**src/hdl/em_pkg.sv**
```systemverilog
package em_pkg;
  // ----------------------------------------------------------------
  // lane geometry
  // ----------------------------------------------------------------
  localparam int LANES = 10;
  localparam int WIDE_LANES = 4;
  localparam int NARROW_LANES = 6;
  localparam int MAIN_W = 64;
  localparam int UPPER_W = 16;
  localparam int NARROW_W = 32;
  localparam int WIDE_W = 80;
  localparam int WORD_W = 320;
  localparam logic [9:0] ACTIVE_FOUR = 10'h00F;
  localparam logic [9:0] ACTIVE_TEN = 10'h3FF;
  // ----------------------------------------------------------------
  // beat framing inside a lane word
  // ----------------------------------------------------------------
  localparam int BEAT_W = 64;
  localparam int CTRL_VALID = 71;
  localparam int CTRL_SOP = 70;
  localparam int CTRL_EOP = 69;
  localparam int CTRL_ERR = 68;
  localparam int CTRL_MTY_LSB = 64;
  localparam logic [3:0] BEAT_BYTES = 4'h8;
  // ----------------------------------------------------------------
  // frame checks
  // ----------------------------------------------------------------
  localparam logic [13:0] MIN_LEN = 14'h0040;
  localparam logic [13:0] MAX_LEN = 14'h05EE;
  localparam logic [13:0] LEN_OVERHEAD = 14'h0012;
  localparam logic [15:0] MAX_LEN_FIELD = 16'h05DC;
  // ----------------------------------------------------------------
  // pause frames
  // ----------------------------------------------------------------
  localparam logic [15:0] ETYPE_PAUSE = 16'h8808;
  localparam logic [15:0] OPC_GLOBAL = 16'h0001;
  localparam logic [15:0] OPC_PRIO = 16'h0101;
  localparam logic [47:0] PAUSE_DA = 48'h0180_C200_0001;
  localparam logic [2:0] PAUSE_LAST = 3'h7;
  localparam int PRIO_CLASSES = 8;
  // ----------------------------------------------------------------
  // test pattern scrambler, x^58 + x^39 + 1
  // ----------------------------------------------------------------
  localparam int SCR_LEN = 58;
  localparam int SCR_TAP = 39;
  localparam logic [57:0] SCR_SEED = 58'h3FF_FFFF_FFFF_FFFF;

  typedef struct packed {
    logic [63:0] data;
    logic sop;
    logic eop;
    logic err;
    logic [2:0] mty;
  } em_beat_s;

  typedef struct packed {
    logic [7:0] enable;
    logic [PRIO_CLASSES-1:0][15:0] quanta;
  } em_pause_s;

  typedef struct packed {
    logic total_pkts;
    logic good_pkts;
    logic bad_pkts;
    logic bad_fcs;
    logic len_err;
    logic pause_pkts;
    logic [3:0] total_bytes;
  } em_rx_stat_s;

  typedef struct packed {
    logic total_pkts;
    logic good_pkts;
    logic bad_pkts;
    logic [3:0] total_bytes;
  } em_tx_stat_s;
endpackage

```
**src/hdl/em_mac_top.sv**
```systemverilog
`timescale 1ns/1ns
module em_mac_top (
  // clock and reset
  input wire logic clk_in,
  input wire logic sys_rst_in,
  // configuration and test
  input wire logic mode_four_lane_in,
  input wire logic test_gen_in,
  input wire logic test_chk_in,
  // receive lanes
  input wire logic [em_pkg::LANES-1:0] rx_lane_recovered_clock_in,
  input wire logic [em_pkg::LANES-1:0] rx_lane_reset_in,
  input wire logic [em_pkg::WIDE_LANES-1:0][em_pkg::MAIN_W-1:0] rx_lane_main_group_in,
  input wire logic [em_pkg::WIDE_LANES-1:0][em_pkg::UPPER_W-1:0] rx_lane_upper_group_in,
  input wire logic [em_pkg::NARROW_LANES-1:0][em_pkg::NARROW_W-1:0] rx_lane_narrow_in,
  // transmit lanes
  output logic [em_pkg::WIDE_LANES-1:0][em_pkg::MAIN_W-1:0] tx_lane_main_group_out,
  output logic [em_pkg::WIDE_LANES-1:0][em_pkg::UPPER_W-1:0] tx_lane_upper_group_out,
  output logic [em_pkg::NARROW_LANES-1:0][em_pkg::NARROW_W-1:0] tx_lane_narrow_out,
  // receive user stream
  output logic rx_valid_out,
  output em_pkg::em_beat_s rx_beat_out,
  // transmit user stream
  input wire logic tx_valid_in,
  input wire em_pkg::em_beat_s tx_beat_in,
  output logic tx_ready_out,
  output logic tx_underflow_out,
  // pause
  output logic rx_pause_valid_out,
  output logic rx_pause_prio_out,
  output em_pkg::em_pause_s rx_pause_out,
  input wire logic tx_pause_req_in,
  input wire logic tx_pause_prio_in,
  input wire em_pkg::em_pause_s tx_pause_in,
  output logic tx_pause_busy_out,
  // statistics
  output em_pkg::em_rx_stat_s rx_stat_out,
  output em_pkg::em_tx_stat_s tx_stat_out,
  output logic test_err_out
);
  // ----------------------------------------------------------------
  // receive lane capture
  // ----------------------------------------------------------------
  logic [em_pkg::LANES-1:0] new_w;
  logic [em_pkg::LANES-1:0] live_w;
  logic [em_pkg::LANES-1:0][em_pkg::WIDE_W-1:0] lane_w;
  logic [em_pkg::LANES-1:0] active;
  logic take_word;

  assign active = mode_four_lane_in ? em_pkg::ACTIVE_FOUR : em_pkg::ACTIVE_TEN;
  // active lanes still in reset hold off assembly
  assign take_word = &(new_w | ~active) & ~|(~live_w & active);

  // ten lane buses, narrow ones zero-extended
  for (genvar i = 0; i < em_pkg::LANES; i++) begin : g_rx_lane
    logic [em_pkg::WIDE_W-1:0] raw;
    logic ck1_q, ck2_q, ck3_q, rs1_q, rs2_q, new_q;
    logic [em_pkg::WIDE_W-1:0] d1_q, d2_q, lane_q;
    if (i < em_pkg::WIDE_LANES) begin : g_wide
      assign raw = {rx_lane_upper_group_in[i], rx_lane_main_group_in[i]};
    end else begin : g_narrow
      // lanes 4 to 9 carry 32 bits
      assign raw = {48'h0000_0000_0000, rx_lane_narrow_in[i - em_pkg::WIDE_LANES]};
    end
    // lane reset brought through two flops
    always_ff @(posedge clk_in) begin
      if (sys_rst_in) begin
        ck1_q <= 1'b0;
        ck2_q <= 1'b0;
        ck3_q <= 1'b0;
        rs1_q <= 1'b1;
        rs2_q <= 1'b1;
        d1_q <= '0;
        d2_q <= '0;
      end else begin
        ck1_q <= rx_lane_recovered_clock_in[i];
        ck2_q <= ck1_q;
        ck3_q <= ck2_q;
        rs1_q <= rx_lane_reset_in[i];
        rs2_q <= rs1_q;
        d1_q <= raw;
        d2_q <= d1_q;
      end
    end
    // capture on this lane's own clock rise
    always_ff @(posedge clk_in) begin
      if (sys_rst_in || rs2_q) begin
        lane_q <= '0;
        new_q <= 1'b0;
      end else begin
        if (ck2_q && !ck3_q) begin
          lane_q <= d2_q;
        end
        new_q <= (new_q & ~take_word) | (ck2_q & ~ck3_q);
      end
    end
    assign new_w[i] = new_q;
    assign live_w[i] = ~rs2_q;
    assign lane_w[i] = lane_q;
  end

  logic [em_pkg::WORD_W-1:0] rx_word;
  always_comb begin
    rx_word = '0;
    if (mode_four_lane_in) begin
      for (int l = 0; l < em_pkg::WIDE_LANES; l++) begin
        rx_word[l*em_pkg::WIDE_W +: em_pkg::WIDE_W] = lane_w[l];
      end
    end else begin
      // only low 32 bits of each lane
      for (int l = 0; l < em_pkg::LANES; l++) begin
        rx_word[l*em_pkg::NARROW_W +: em_pkg::NARROW_W] = lane_w[l][em_pkg::NARROW_W-1:0];
      end
    end
  end

  // ----------------------------------------------------------------
  // receive beat stage and test checker
  // ----------------------------------------------------------------
  logic [63:0] chk_out;
  em_scr #(.DESCR(1'b1)) u_chk (
    .clk_in(clk_in),
    .sys_rst_in(sys_rst_in),
    .step_in(take_word & test_chk_in),
    .data_in(rx_word[63:0]),
    .data_out(chk_out)
  );

  // one register stage between lanes and user
  always_ff @(posedge clk_in) begin
    if (sys_rst_in) begin
      rx_valid_out <= 1'b0;
      rx_beat_out <= '0;
      test_err_out <= 1'b0;
    end else begin
      rx_valid_out <= take_word & rx_word[em_pkg::CTRL_VALID] & ~test_chk_in;
      // descrambled idle must be all zero
      test_err_out <= take_word & test_chk_in & (|chk_out);
      if (take_word) begin
        rx_beat_out <= '{data: rx_word[63:0], sop: rx_word[em_pkg::CTRL_SOP],
          eop: rx_word[em_pkg::CTRL_EOP], err: rx_word[em_pkg::CTRL_ERR],
          mty: rx_word[em_pkg::CTRL_MTY_LSB +: 3]};
      end
    end
  end

  // ----------------------------------------------------------------
  // receive frame checks and pause parsing
  // ----------------------------------------------------------------
  logic [2:0] idx_q;
  logic [13:0] bytes_q;
  logic [15:0] lenfld_q;
  logic pause_q, prio_q;
  logic [2:0][63:0] pay_q;
  logic [2:0] idx;
  logic [3:0] nbytes;
  logic [13:0] total;
  logic [15:0] lenfld;
  logic is_pause, is_prio, len_err, bad;

  always_comb begin
    idx = rx_beat_out.sop ? 3'h0 : idx_q;
    nbytes = rx_beat_out.eop ? em_pkg::BEAT_BYTES - {1'b0, rx_beat_out.mty} : em_pkg::BEAT_BYTES;
    total = (rx_beat_out.sop ? 14'h0000 : bytes_q) + {10'h000, nbytes};
    lenfld = (idx == 3'h1) ? rx_beat_out.data[31:16] : lenfld_q;
    is_pause = (idx == 3'h1) ? (rx_beat_out.data[31:16] == em_pkg::ETYPE_PAUSE &&
      (rx_beat_out.data[15:0] == em_pkg::OPC_GLOBAL ||
       rx_beat_out.data[15:0] == em_pkg::OPC_PRIO)) : (pause_q && idx != 3'h0);
    is_prio = (idx == 3'h1) ? (rx_beat_out.data[15:0] == em_pkg::OPC_PRIO) : prio_q;
    // bad length field, undersize or oversize
    len_err = (total < em_pkg::MIN_LEN) || (total > em_pkg::MAX_LEN) ||
      (idx != 3'h0 && lenfld <= em_pkg::MAX_LEN_FIELD &&
       lenfld[13:0] != total - em_pkg::LEN_OVERHEAD);
    // any fcs or length error makes it bad
    bad = rx_beat_out.err | len_err;
  end

  always_ff @(posedge clk_in) begin
    if (sys_rst_in) begin
      idx_q <= 3'h0;
      bytes_q <= 14'h0000;
      lenfld_q <= 16'hFFFF;
      pause_q <= 1'b0;
      prio_q <= 1'b0;
    end else if (rx_valid_out) begin
      idx_q <= (idx == 3'h7) ? idx : idx + 3'h1;
      bytes_q <= total;
      lenfld_q <= lenfld;
      pause_q <= is_pause;
      prio_q <= is_prio;
    end
  end

  always_ff @(posedge clk_in) begin
    if (rx_valid_out && idx >= 3'h2 && idx <= 3'h4) begin
      pay_q[idx - 3'h2] <= rx_beat_out.data;
    end
  end

  logic [191:0] pay_flat;
  assign pay_flat = {pay_q[0], pay_q[1], pay_q[2]};

  // quanta published when a clean pause frame ends
  always_ff @(posedge clk_in) begin
    if (sys_rst_in) begin
      rx_pause_valid_out <= 1'b0;
      rx_pause_prio_out <= 1'b0;
      rx_pause_out <= '0;
    end else begin
      rx_pause_valid_out <= rx_valid_out & rx_beat_out.eop & is_pause & ~bad;
      if (rx_valid_out && rx_beat_out.eop && is_pause && !bad) begin
        rx_pause_prio_out <= is_prio;
        rx_pause_out <= '0;
        if (is_prio) begin
          rx_pause_out.enable <= pay_flat[183:176];
          for (int k = 0; k < em_pkg::PRIO_CLASSES; k++) begin
            rx_pause_out.quanta[k] <= pay_flat[175 - 16*k -: 16];
          end
        end else begin
          rx_pause_out.quanta[0] <= pay_flat[191:176];
        end
      end
    end
  end

  always_ff @(posedge clk_in) begin
    if (sys_rst_in) begin
      rx_stat_out <= '0;
    end else begin
      rx_stat_out <= '0;
      if (rx_valid_out) begin
        rx_stat_out.total_bytes <= nbytes;
        if (rx_beat_out.eop) begin
          rx_stat_out.total_pkts <= 1'b1;
          rx_stat_out.good_pkts <= ~bad;
          rx_stat_out.bad_pkts <= bad;
          rx_stat_out.bad_fcs <= rx_beat_out.err;
          rx_stat_out.len_err <= len_err;
          rx_stat_out.pause_pkts <= is_pause & ~bad;
        end
      end
    end
  end

  // ----------------------------------------------------------------
  // transmit path
  // ----------------------------------------------------------------
  logic buf_valid, pop, start;
  em_pkg::em_beat_s buf_beat;
  logic pend_q, inj_q, in_pkt_q, unf_q, req_prio_q;
  logic [2:0] inj_cnt_q;
  em_pkg::em_pause_s req_q;

  // user beats taken on clk_in through the buffer
  em_skid #(.W($bits(em_pkg::em_beat_s))) u_skid (
    .clk_in(clk_in),
    .sys_rst_in(sys_rst_in),
    .in_valid_in(tx_valid_in),
    .in_data_in(tx_beat_in),
    .in_ready_out(tx_ready_out),
    .out_valid_out(buf_valid),
    .out_data_out(buf_beat),
    .out_ready_in(pop)
  );

  // pause waits for a packet boundary so user frames are never split
  assign start = pend_q & ~inj_q & ~in_pkt_q & ~test_gen_in;
  // drain stalls only for injection or test
  assign pop = buf_valid & ~inj_q & ~start & ~test_gen_in;
  assign tx_pause_busy_out = pend_q | inj_q;

  // request latched, set wins over start
  always_ff @(posedge clk_in) begin
    if (sys_rst_in) begin
      pend_q <= 1'b0;
      inj_q <= 1'b0;
      inj_cnt_q <= 3'h0;
      req_q <= '0;
      req_prio_q <= 1'b0;
    end else begin
      pend_q <= tx_pause_req_in | (pend_q & ~start);
      if (tx_pause_req_in && !inj_q) begin
        req_q <= tx_pause_in;
        req_prio_q <= tx_pause_prio_in;
      end
      if (start) begin
        inj_q <= 1'b1;
        inj_cnt_q <= 3'h0;
      end else if (inj_q) begin
        inj_q <= (inj_cnt_q != em_pkg::PAUSE_LAST);
        inj_cnt_q <= inj_cnt_q + 3'h1;
      end
    end
  end

  logic [191:0] inj_pay;
  em_pkg::em_beat_s tx_beat;
  logic tx_live;
  logic [47:0] src_mac;
  assign src_mac = 48'h0200_0000_0001;

  always_comb begin
    inj_pay = req_prio_q ? {8'h00, req_q.enable, req_q.quanta, 48'h0000_0000_0000}
                         : {req_q.quanta[0], 176'h0};
    tx_beat = '0;
    tx_live = 1'b0;
    if (inj_q) begin
      tx_live = 1'b1;
      case (inj_cnt_q)
        3'h0: tx_beat.data = {em_pkg::PAUSE_DA, src_mac[47:32]};
        3'h1: tx_beat.data = {src_mac[31:0], em_pkg::ETYPE_PAUSE,
                              req_prio_q ? em_pkg::OPC_PRIO : em_pkg::OPC_GLOBAL};
        3'h2: tx_beat.data = inj_pay[191:128];
        3'h3: tx_beat.data = inj_pay[127:64];
        3'h4: tx_beat.data = inj_pay[63:0];
        default: tx_beat.data = 64'h0000_0000_0000_0000;
      endcase
      tx_beat.sop = (inj_cnt_q == 3'h0);
      tx_beat.eop = (inj_cnt_q == em_pkg::PAUSE_LAST);
    end else if (pop) begin
      tx_live = 1'b1;
      tx_beat = buf_beat;
      tx_beat.err = buf_beat.err | unf_q;
    end
  end

  // underflow: inside a packet with nothing to send
  always_ff @(posedge clk_in) begin
    if (sys_rst_in) begin
      in_pkt_q <= 1'b0;
      unf_q <= 1'b0;
      tx_underflow_out <= 1'b0;
    end else begin
      tx_underflow_out <= in_pkt_q & ~pop & ~test_gen_in;
      if (pop) begin
        in_pkt_q <= buf_beat.eop ? 1'b0 : (buf_beat.sop | in_pkt_q);
        unf_q <= buf_beat.eop ? 1'b0 : unf_q;
      end else if (in_pkt_q && !test_gen_in) begin
        unf_q <= 1'b1;
      end
    end
  end

  // good only with neither fcs nor other error
  always_ff @(posedge clk_in) begin
    if (sys_rst_in) begin
      tx_stat_out <= '0;
    end else begin
      tx_stat_out <= '0;
      if (pop) begin
        tx_stat_out.total_bytes <= buf_beat.eop ?
          em_pkg::BEAT_BYTES - {1'b0, buf_beat.mty} : em_pkg::BEAT_BYTES;
        tx_stat_out.total_pkts <= buf_beat.eop;
        tx_stat_out.good_pkts <= buf_beat.eop & ~(buf_beat.err | unf_q);
        tx_stat_out.bad_pkts <= buf_beat.eop & (buf_beat.err | unf_q);
      end
    end
  end

  logic [63:0] gen_out;
  // generator scrambles an all-zero idle stream
  em_scr #(.DESCR(1'b0)) u_gen (
    .clk_in(clk_in),
    .sys_rst_in(sys_rst_in),
    .step_in(test_gen_in),
    .data_in(64'h0000_0000_0000_0000),
    .data_out(gen_out)
  );

  logic [em_pkg::WORD_W-1:0] tx_word;
  always_comb begin
    tx_word = '0;
    if (test_gen_in) begin
      tx_word[63:0] = gen_out;
    end else begin
      tx_word[71:0] = {tx_live, tx_beat.sop, tx_beat.eop, tx_beat.err, 1'b0,
                       tx_beat.mty, tx_beat.data};
    end
  end

  // lane split per mode, registered outputs
  always_ff @(posedge clk_in) begin
    if (sys_rst_in) begin
      tx_lane_main_group_out <= '0;
      tx_lane_upper_group_out <= '0;
      tx_lane_narrow_out <= '0;
    end else if (mode_four_lane_in) begin
      for (int l = 0; l < em_pkg::WIDE_LANES; l++) begin
        // low 64 main, high 16 upper
        tx_lane_main_group_out[l] <= tx_word[l*em_pkg::WIDE_W +: em_pkg::MAIN_W];
        tx_lane_upper_group_out[l] <= tx_word[l*em_pkg::WIDE_W + em_pkg::MAIN_W +: 16];
      end
      tx_lane_narrow_out <= '0;
    end else begin
      // ten-lane mode drives low 32 bits only
      for (int l = 0; l < em_pkg::WIDE_LANES; l++) begin
        tx_lane_main_group_out[l] <= {32'h0000_0000, tx_word[l*em_pkg::NARROW_W +: 32]};
        tx_lane_upper_group_out[l] <= 16'h0000;
      end
      // lanes 4 to 9 are 32 bits
      for (int l = em_pkg::WIDE_LANES; l < em_pkg::LANES; l++) begin
        tx_lane_narrow_out[l - em_pkg::WIDE_LANES] <= tx_word[l*em_pkg::NARROW_W +: 32];
      end
    end
  end
endmodule

```
**src/hdl/em_scr.sv**
```systemverilog
`timescale 1ns/1ns
// self-synchronising 64-bit scrambler or descrambler
module em_scr #(
  parameter bit DESCR = 1'b0
) (
  // clock and reset
  input wire logic clk_in,
  input wire logic sys_rst_in,
  // data
  input wire logic step_in,
  input wire logic [63:0] data_in,
  output logic [63:0] data_out
);
  logic [57:0] st_q;
  logic [121:0] ext;

  // ext[57:0] is history, ext[58+i] the line bit of position i
  always_comb begin
    ext = {64'h0000_0000_0000_0000, st_q};
    data_out = 64'h0000_0000_0000_0000;
    for (int i = 0; i < 64; i++) begin
      data_out[i] = data_in[i] ^ ext[i + em_pkg::SCR_LEN - em_pkg::SCR_TAP] ^ ext[i];
      ext[em_pkg::SCR_LEN + i] = DESCR ? data_in[i] : data_out[i];
    end
  end

  always_ff @(posedge clk_in) begin
    if (sys_rst_in) begin
      st_q <= em_pkg::SCR_SEED;
    end else if (step_in) begin
      st_q <= ext[121:64];
    end
  end
endmodule

```
**src/hdl/em_skid.sv**
```systemverilog
`timescale 1ns/1ns
// two-entry buffer; ready depends only on fill so the source sees no loop
module em_skid #(
  parameter int W = 70
) (
  // clock and reset
  input wire logic clk_in,
  input wire logic sys_rst_in,
  // fill side
  input wire logic in_valid_in,
  input wire logic [W-1:0] in_data_in,
  output logic in_ready_out,
  // drain side
  output logic out_valid_out,
  output logic [W-1:0] out_data_out,
  input wire logic out_ready_in
);
  logic [W-1:0] mem_q [2];
  logic wr_q;
  logic rd_q;
  logic [1:0] cnt_q;
  logic push;
  logic pop;

  assign in_ready_out = (cnt_q != 2'h2);
  assign out_valid_out = (cnt_q != 2'h0);
  assign out_data_out = mem_q[rd_q];
  assign push = in_valid_in & in_ready_out;
  assign pop = out_valid_out & out_ready_in;

  always_ff @(posedge clk_in) begin
    if (push) begin
      mem_q[wr_q] <= in_data_in;
    end
  end

  always_ff @(posedge clk_in) begin
    if (sys_rst_in) begin
      wr_q <= 1'b0;
      rd_q <= 1'b0;
      cnt_q <= 2'h0;
    end else begin
      wr_q <= wr_q ^ push;
      rd_q <= rd_q ^ pop;
      cnt_q <= cnt_q + {1'b0, push} - {1'b0, pop};
    end
  end
endmodule

```
**config.mk**
```make
export PLATFORM = sky130hd
export DESIGN_NAME = em_mac_top
export DESIGN_NICKNAME = d
export VERILOG_FILES = /design/src/hdl/em_pkg.sv /design/src/hdl/em_mac_top.sv /design/src/hdl/em_scr.sv /design/src/hdl/em_skid.sv
export SDC_FILE = /design/constraint.sdc
export NUM_CORES = 2
export LEC_CHECK = 0
export ABC_AREA = 1
export BUFFER_PORTS_ARGS = -buffer_cell sky130_fd_sc_hd__buf_2
export CORE_AREA = 4 4 573 575
export DETAILED_ROUTE_END_ITERATION = 8
export DIE_AREA = 0 0 577 579
export PLACE_DENSITY = 0.44
export SLEW_MARGIN = 40
export SYNTH_ARGS = -nofsm -noshare
export SYNTH_HDL_FRONTEND = slang
export SYNTH_SLANG_ARGS = --single-unit
```
**constraint.sdc**
```tcl
create_clock -name clk_in -period 18.5 [get_ports clk_in]
set_clock_uncertainty 0.05 [all_clocks]
set_input_delay 0.925 -clock clk_in [delete_from_list [all_inputs] [get_ports clk_in]]
set_output_delay 0.925 -clock clk_in [all_outputs]
set_load 0.1 [all_outputs]
```
==> flow_metrics.tcl <==
set metrics [dict create \
    async_reset_ff_share_pct 0 \
    cp.required_ns 19.18 \
    post-cts-setup-buffers 0 \
    hold_path.class "in2reg" \
    die_h_um 579 \
    clk_latency_ns 0.83 \
    p_per_area_mw_per_mm2 115.1 \
    synth.avg_cell_area_sq_um 8.656 \
    fp.dieW_um 577 \
    core_area_sq_mm 0.3232 \
    crit_arrival_ns 5.75 \
    status "finished clean" \
    track_usage_pct 11.65 \
    synth_top_area_share_pct 39.48 \
    netlist_area_sq_mm 0.05207 \
    fin_crit_ns 5.068 \
    synth_seq_area_share_pct 55.86 \
    path_class "reg2reg" \
    worst_path_most_repeated_cell "nand2_1" \
    first_pass_iters 5 \
    cts_buffers 160 \
    via_count 41220 \
    dp_cells 10760 \
    wl_per_cell_um 18.70 \
    final-setup-viol-count 0 \
    maxCapViolations 0 \
    cp-end-kind "register" \
    synth_cell_type_count 57 \
    synth_seq_cells 1311 \
    io_buffers 683 \
    viasPerCell 3.723 \
    rsz0062_at_grt "false" \
    drtAntennaViolNets 0 \
    wirelength_mm 207.1 \
    start_util_pct 16.11 \
    hold_viol_final 0 \
    drt_iter0_markers 3000 \
    leakage_nw 27.86 \
    ctsHoldBuffers 0 \
    path_max_fanout 83 \
    yosys.area.top_type "dfxtp_1" \
    stdcell_count 11070 \
    nets 7372 \
    fmax_mhz 197.3 \
    cts_max_path_buffers 4 \
    worstMarginPinSlew_ns 0.9802 \
    synth_flop_cell "dfxtp_1" \
    root_buffer "clkbuf_16" \
    cts_htree_levels 4 \
    io_pins 1488 \
    areaGrowthSynthToFinish_pct 24.16 \
    setup_slack_ns 13.43 \
    antenna_found_initial 78 \
    die_area_sq_mm 0.3341 \
    vdd_drop_max_mv 0.07571 \
    max_slew_margin_pct 33.97 \
    start_kind "register" \
    grt_pass1_wl_mm 283.6 \
    grt_start_max_net_pins 157 \
    synth_edf_count 284 \
    p_total_w 0.007443 \
    cts_resized 0 \
    gr-total-overflow 0 \
    place.gp.congestion 0.8243 \
    post-place-ws_ns 13.04 \
    crit_slowest_cell "dfxtp_1" \
    rows 209 \
    drive_above_1_share_pct 16.55 \
    yosysWarnings 0 \
    hpwl_mm 152.5 \
    cts.reportedPaths.clkPinSlew_ns 0.06 \
    period_share_pct 27.39 \
    fillers 35970 \
    grt_pass1_vias 38370 \
    syn-instance-count 6016 \
    cts_tree "built" \
    numClockSinks 1311 \
    holdWs_ns 0.2286 \
    crit_path_max_incr_delay_ns 0.52 \
    synthTopCellsByArea "dfxtp_1 39%, edfxtp_1 16%, nor2_1 7.2%" \
    fin_setup_tns_ns 0 \
    drc 0 \
    slew_violations 0 \
]
[state kept, by name, summed over array words and instances (netlist names), 70 cells and up]
signal	flops
rx_pause_out	136
u_skid.mem_q	140
g_rx_lane.d2_q	110
g_rx_lane.lane_q	110
rx_beat_out	70
g_rx_lane.d1_q	110
pay_flat	144
tx_lane_main_group_out	103
req_q	136
[kinds of logic after synthesis]
kind of cell | Yosys count | share of synthesized area, %
flip-flops | 1311 | 55.86
adder cells (fa/ha/maj) | 25 | 0.6151
AO/OA/AOI/OAI | 1081 | 11.35
AND/OR/NAND/NOR | 2041 | 16.20
multiplexers | 18 | 0.3460
XOR/XNOR | 155 | 2.607
other | 1 | 0.007201
buffers and inverters | 1384 | 13.02
[metal layers]
layer	track usage [%]	vias to the layer above	routed length, um
li1	-	19870	-
met3	2.212	292	13580
met2	18.06	1486	91330
met1	16.25	19560	95580
met5	0	-	114
met4	3.686	18	6506
[path summary, 6_finish.rpt]
kind	cells past startpoint	from	slack, ns	end
worst min register to register	2	g_rx_lane[1].d1_q[19]	0.34	g_rx_lane[1].d2_q[19]
worst min-delay path	1	tx_beat_in[57]	0.23	u_skid.mem_q[1][57]
worst max-delay path	27	rx_beat_out[1]	13.43	rx_pause_out[119]
worst max register to register	27	rx_beat_out[1]	13.43	rx_pause_out[119]
[final cells by class]
class / instances / area (sq um) / share of cell area [%]
tap: 4325 / 5411 / 8.370
sequential: 1311 / 29100 / 45.00
timing repair buffer: 765 / 4257 / 6.584
multi-input combinational: 3722 / 17860 / 27.63
clock buffer: 230 / 4653 / 7.197
inverter: 641 / 2432 / 3.762
antenna: 17 / 42.54 / 0.06580
clock inverter: 62 / 898.4 / 1.389
[worst max-delay path, delay by kind of cell (launching register included)]
kind	cells	cell delay, ns
compound gates	2	0.36
fa+ha+maj	3	1.10
buf+inv	7	1.23
flops	1	0.52
simple gates	15	1.68
[cell usage after synthesis, types with 3 or more instances]
library cell / number
dfxtp_1: 1027
nor2_1: 1000
nand2_1: 662
inv_1: 626
a21oi_1: 468
buf_4: 411
o21ai_0: 401
clkbuf_1: 290
edfxtp_1: 284
nand3_1: 140
nand4_1: 131
xnor2_1: 106
xor2_1: 49
o22ai_1: 48
o211ai_1: 35
o31ai_1: 33
or2_2: 33
nor3_1: 30
ha_1: 24
a211oi_1: 23
buf_1: 23
nor4_1: 19
mux2i_1: 18
buf_2: 16
o32ai_1: 16
a31oi_1: 14
a21boi_0: 10
a22oi_1: 8
inv_2: 8
clkinv_1: 7
nand2_2: 7
o21a_1: 6
o221ai_1: 6
nand3b_1: 4
buf_6: 3
nor2_2: 3
[placed cells by master, fill, tap and decap left out, types with 140 or more instances in the layout]
cell type,n
nor2_1,994
conb_1,402
clkbuf_16,165
nand2_1,655
nand3_1,140
dfxtp_1,1021
o21ai_0,393
edfxtp_1,284
inv_1,621
buf_2,682
a21oi_1,467
[where the power goes]
group	switching, W	internal, W	total [W]
sequential	0.0000555	0.00307	0.00312
combinational	0.000860	0.000150	0.00101
clock	0.00131	0.00200	0.00331
[per-stage QoR]
step | instance area (sq um) | util (%)
6_report | 64650 | 20.00
3_3_place_gp | 58760 | 18.18
2_1_floorplan | 53580 | -
3_5_place_dp | 58940 | 18.24
4_1_cts | 64490 | 19.95
5_1_grt | 64630 | 19.99
(Power assumes the default switching activity.)
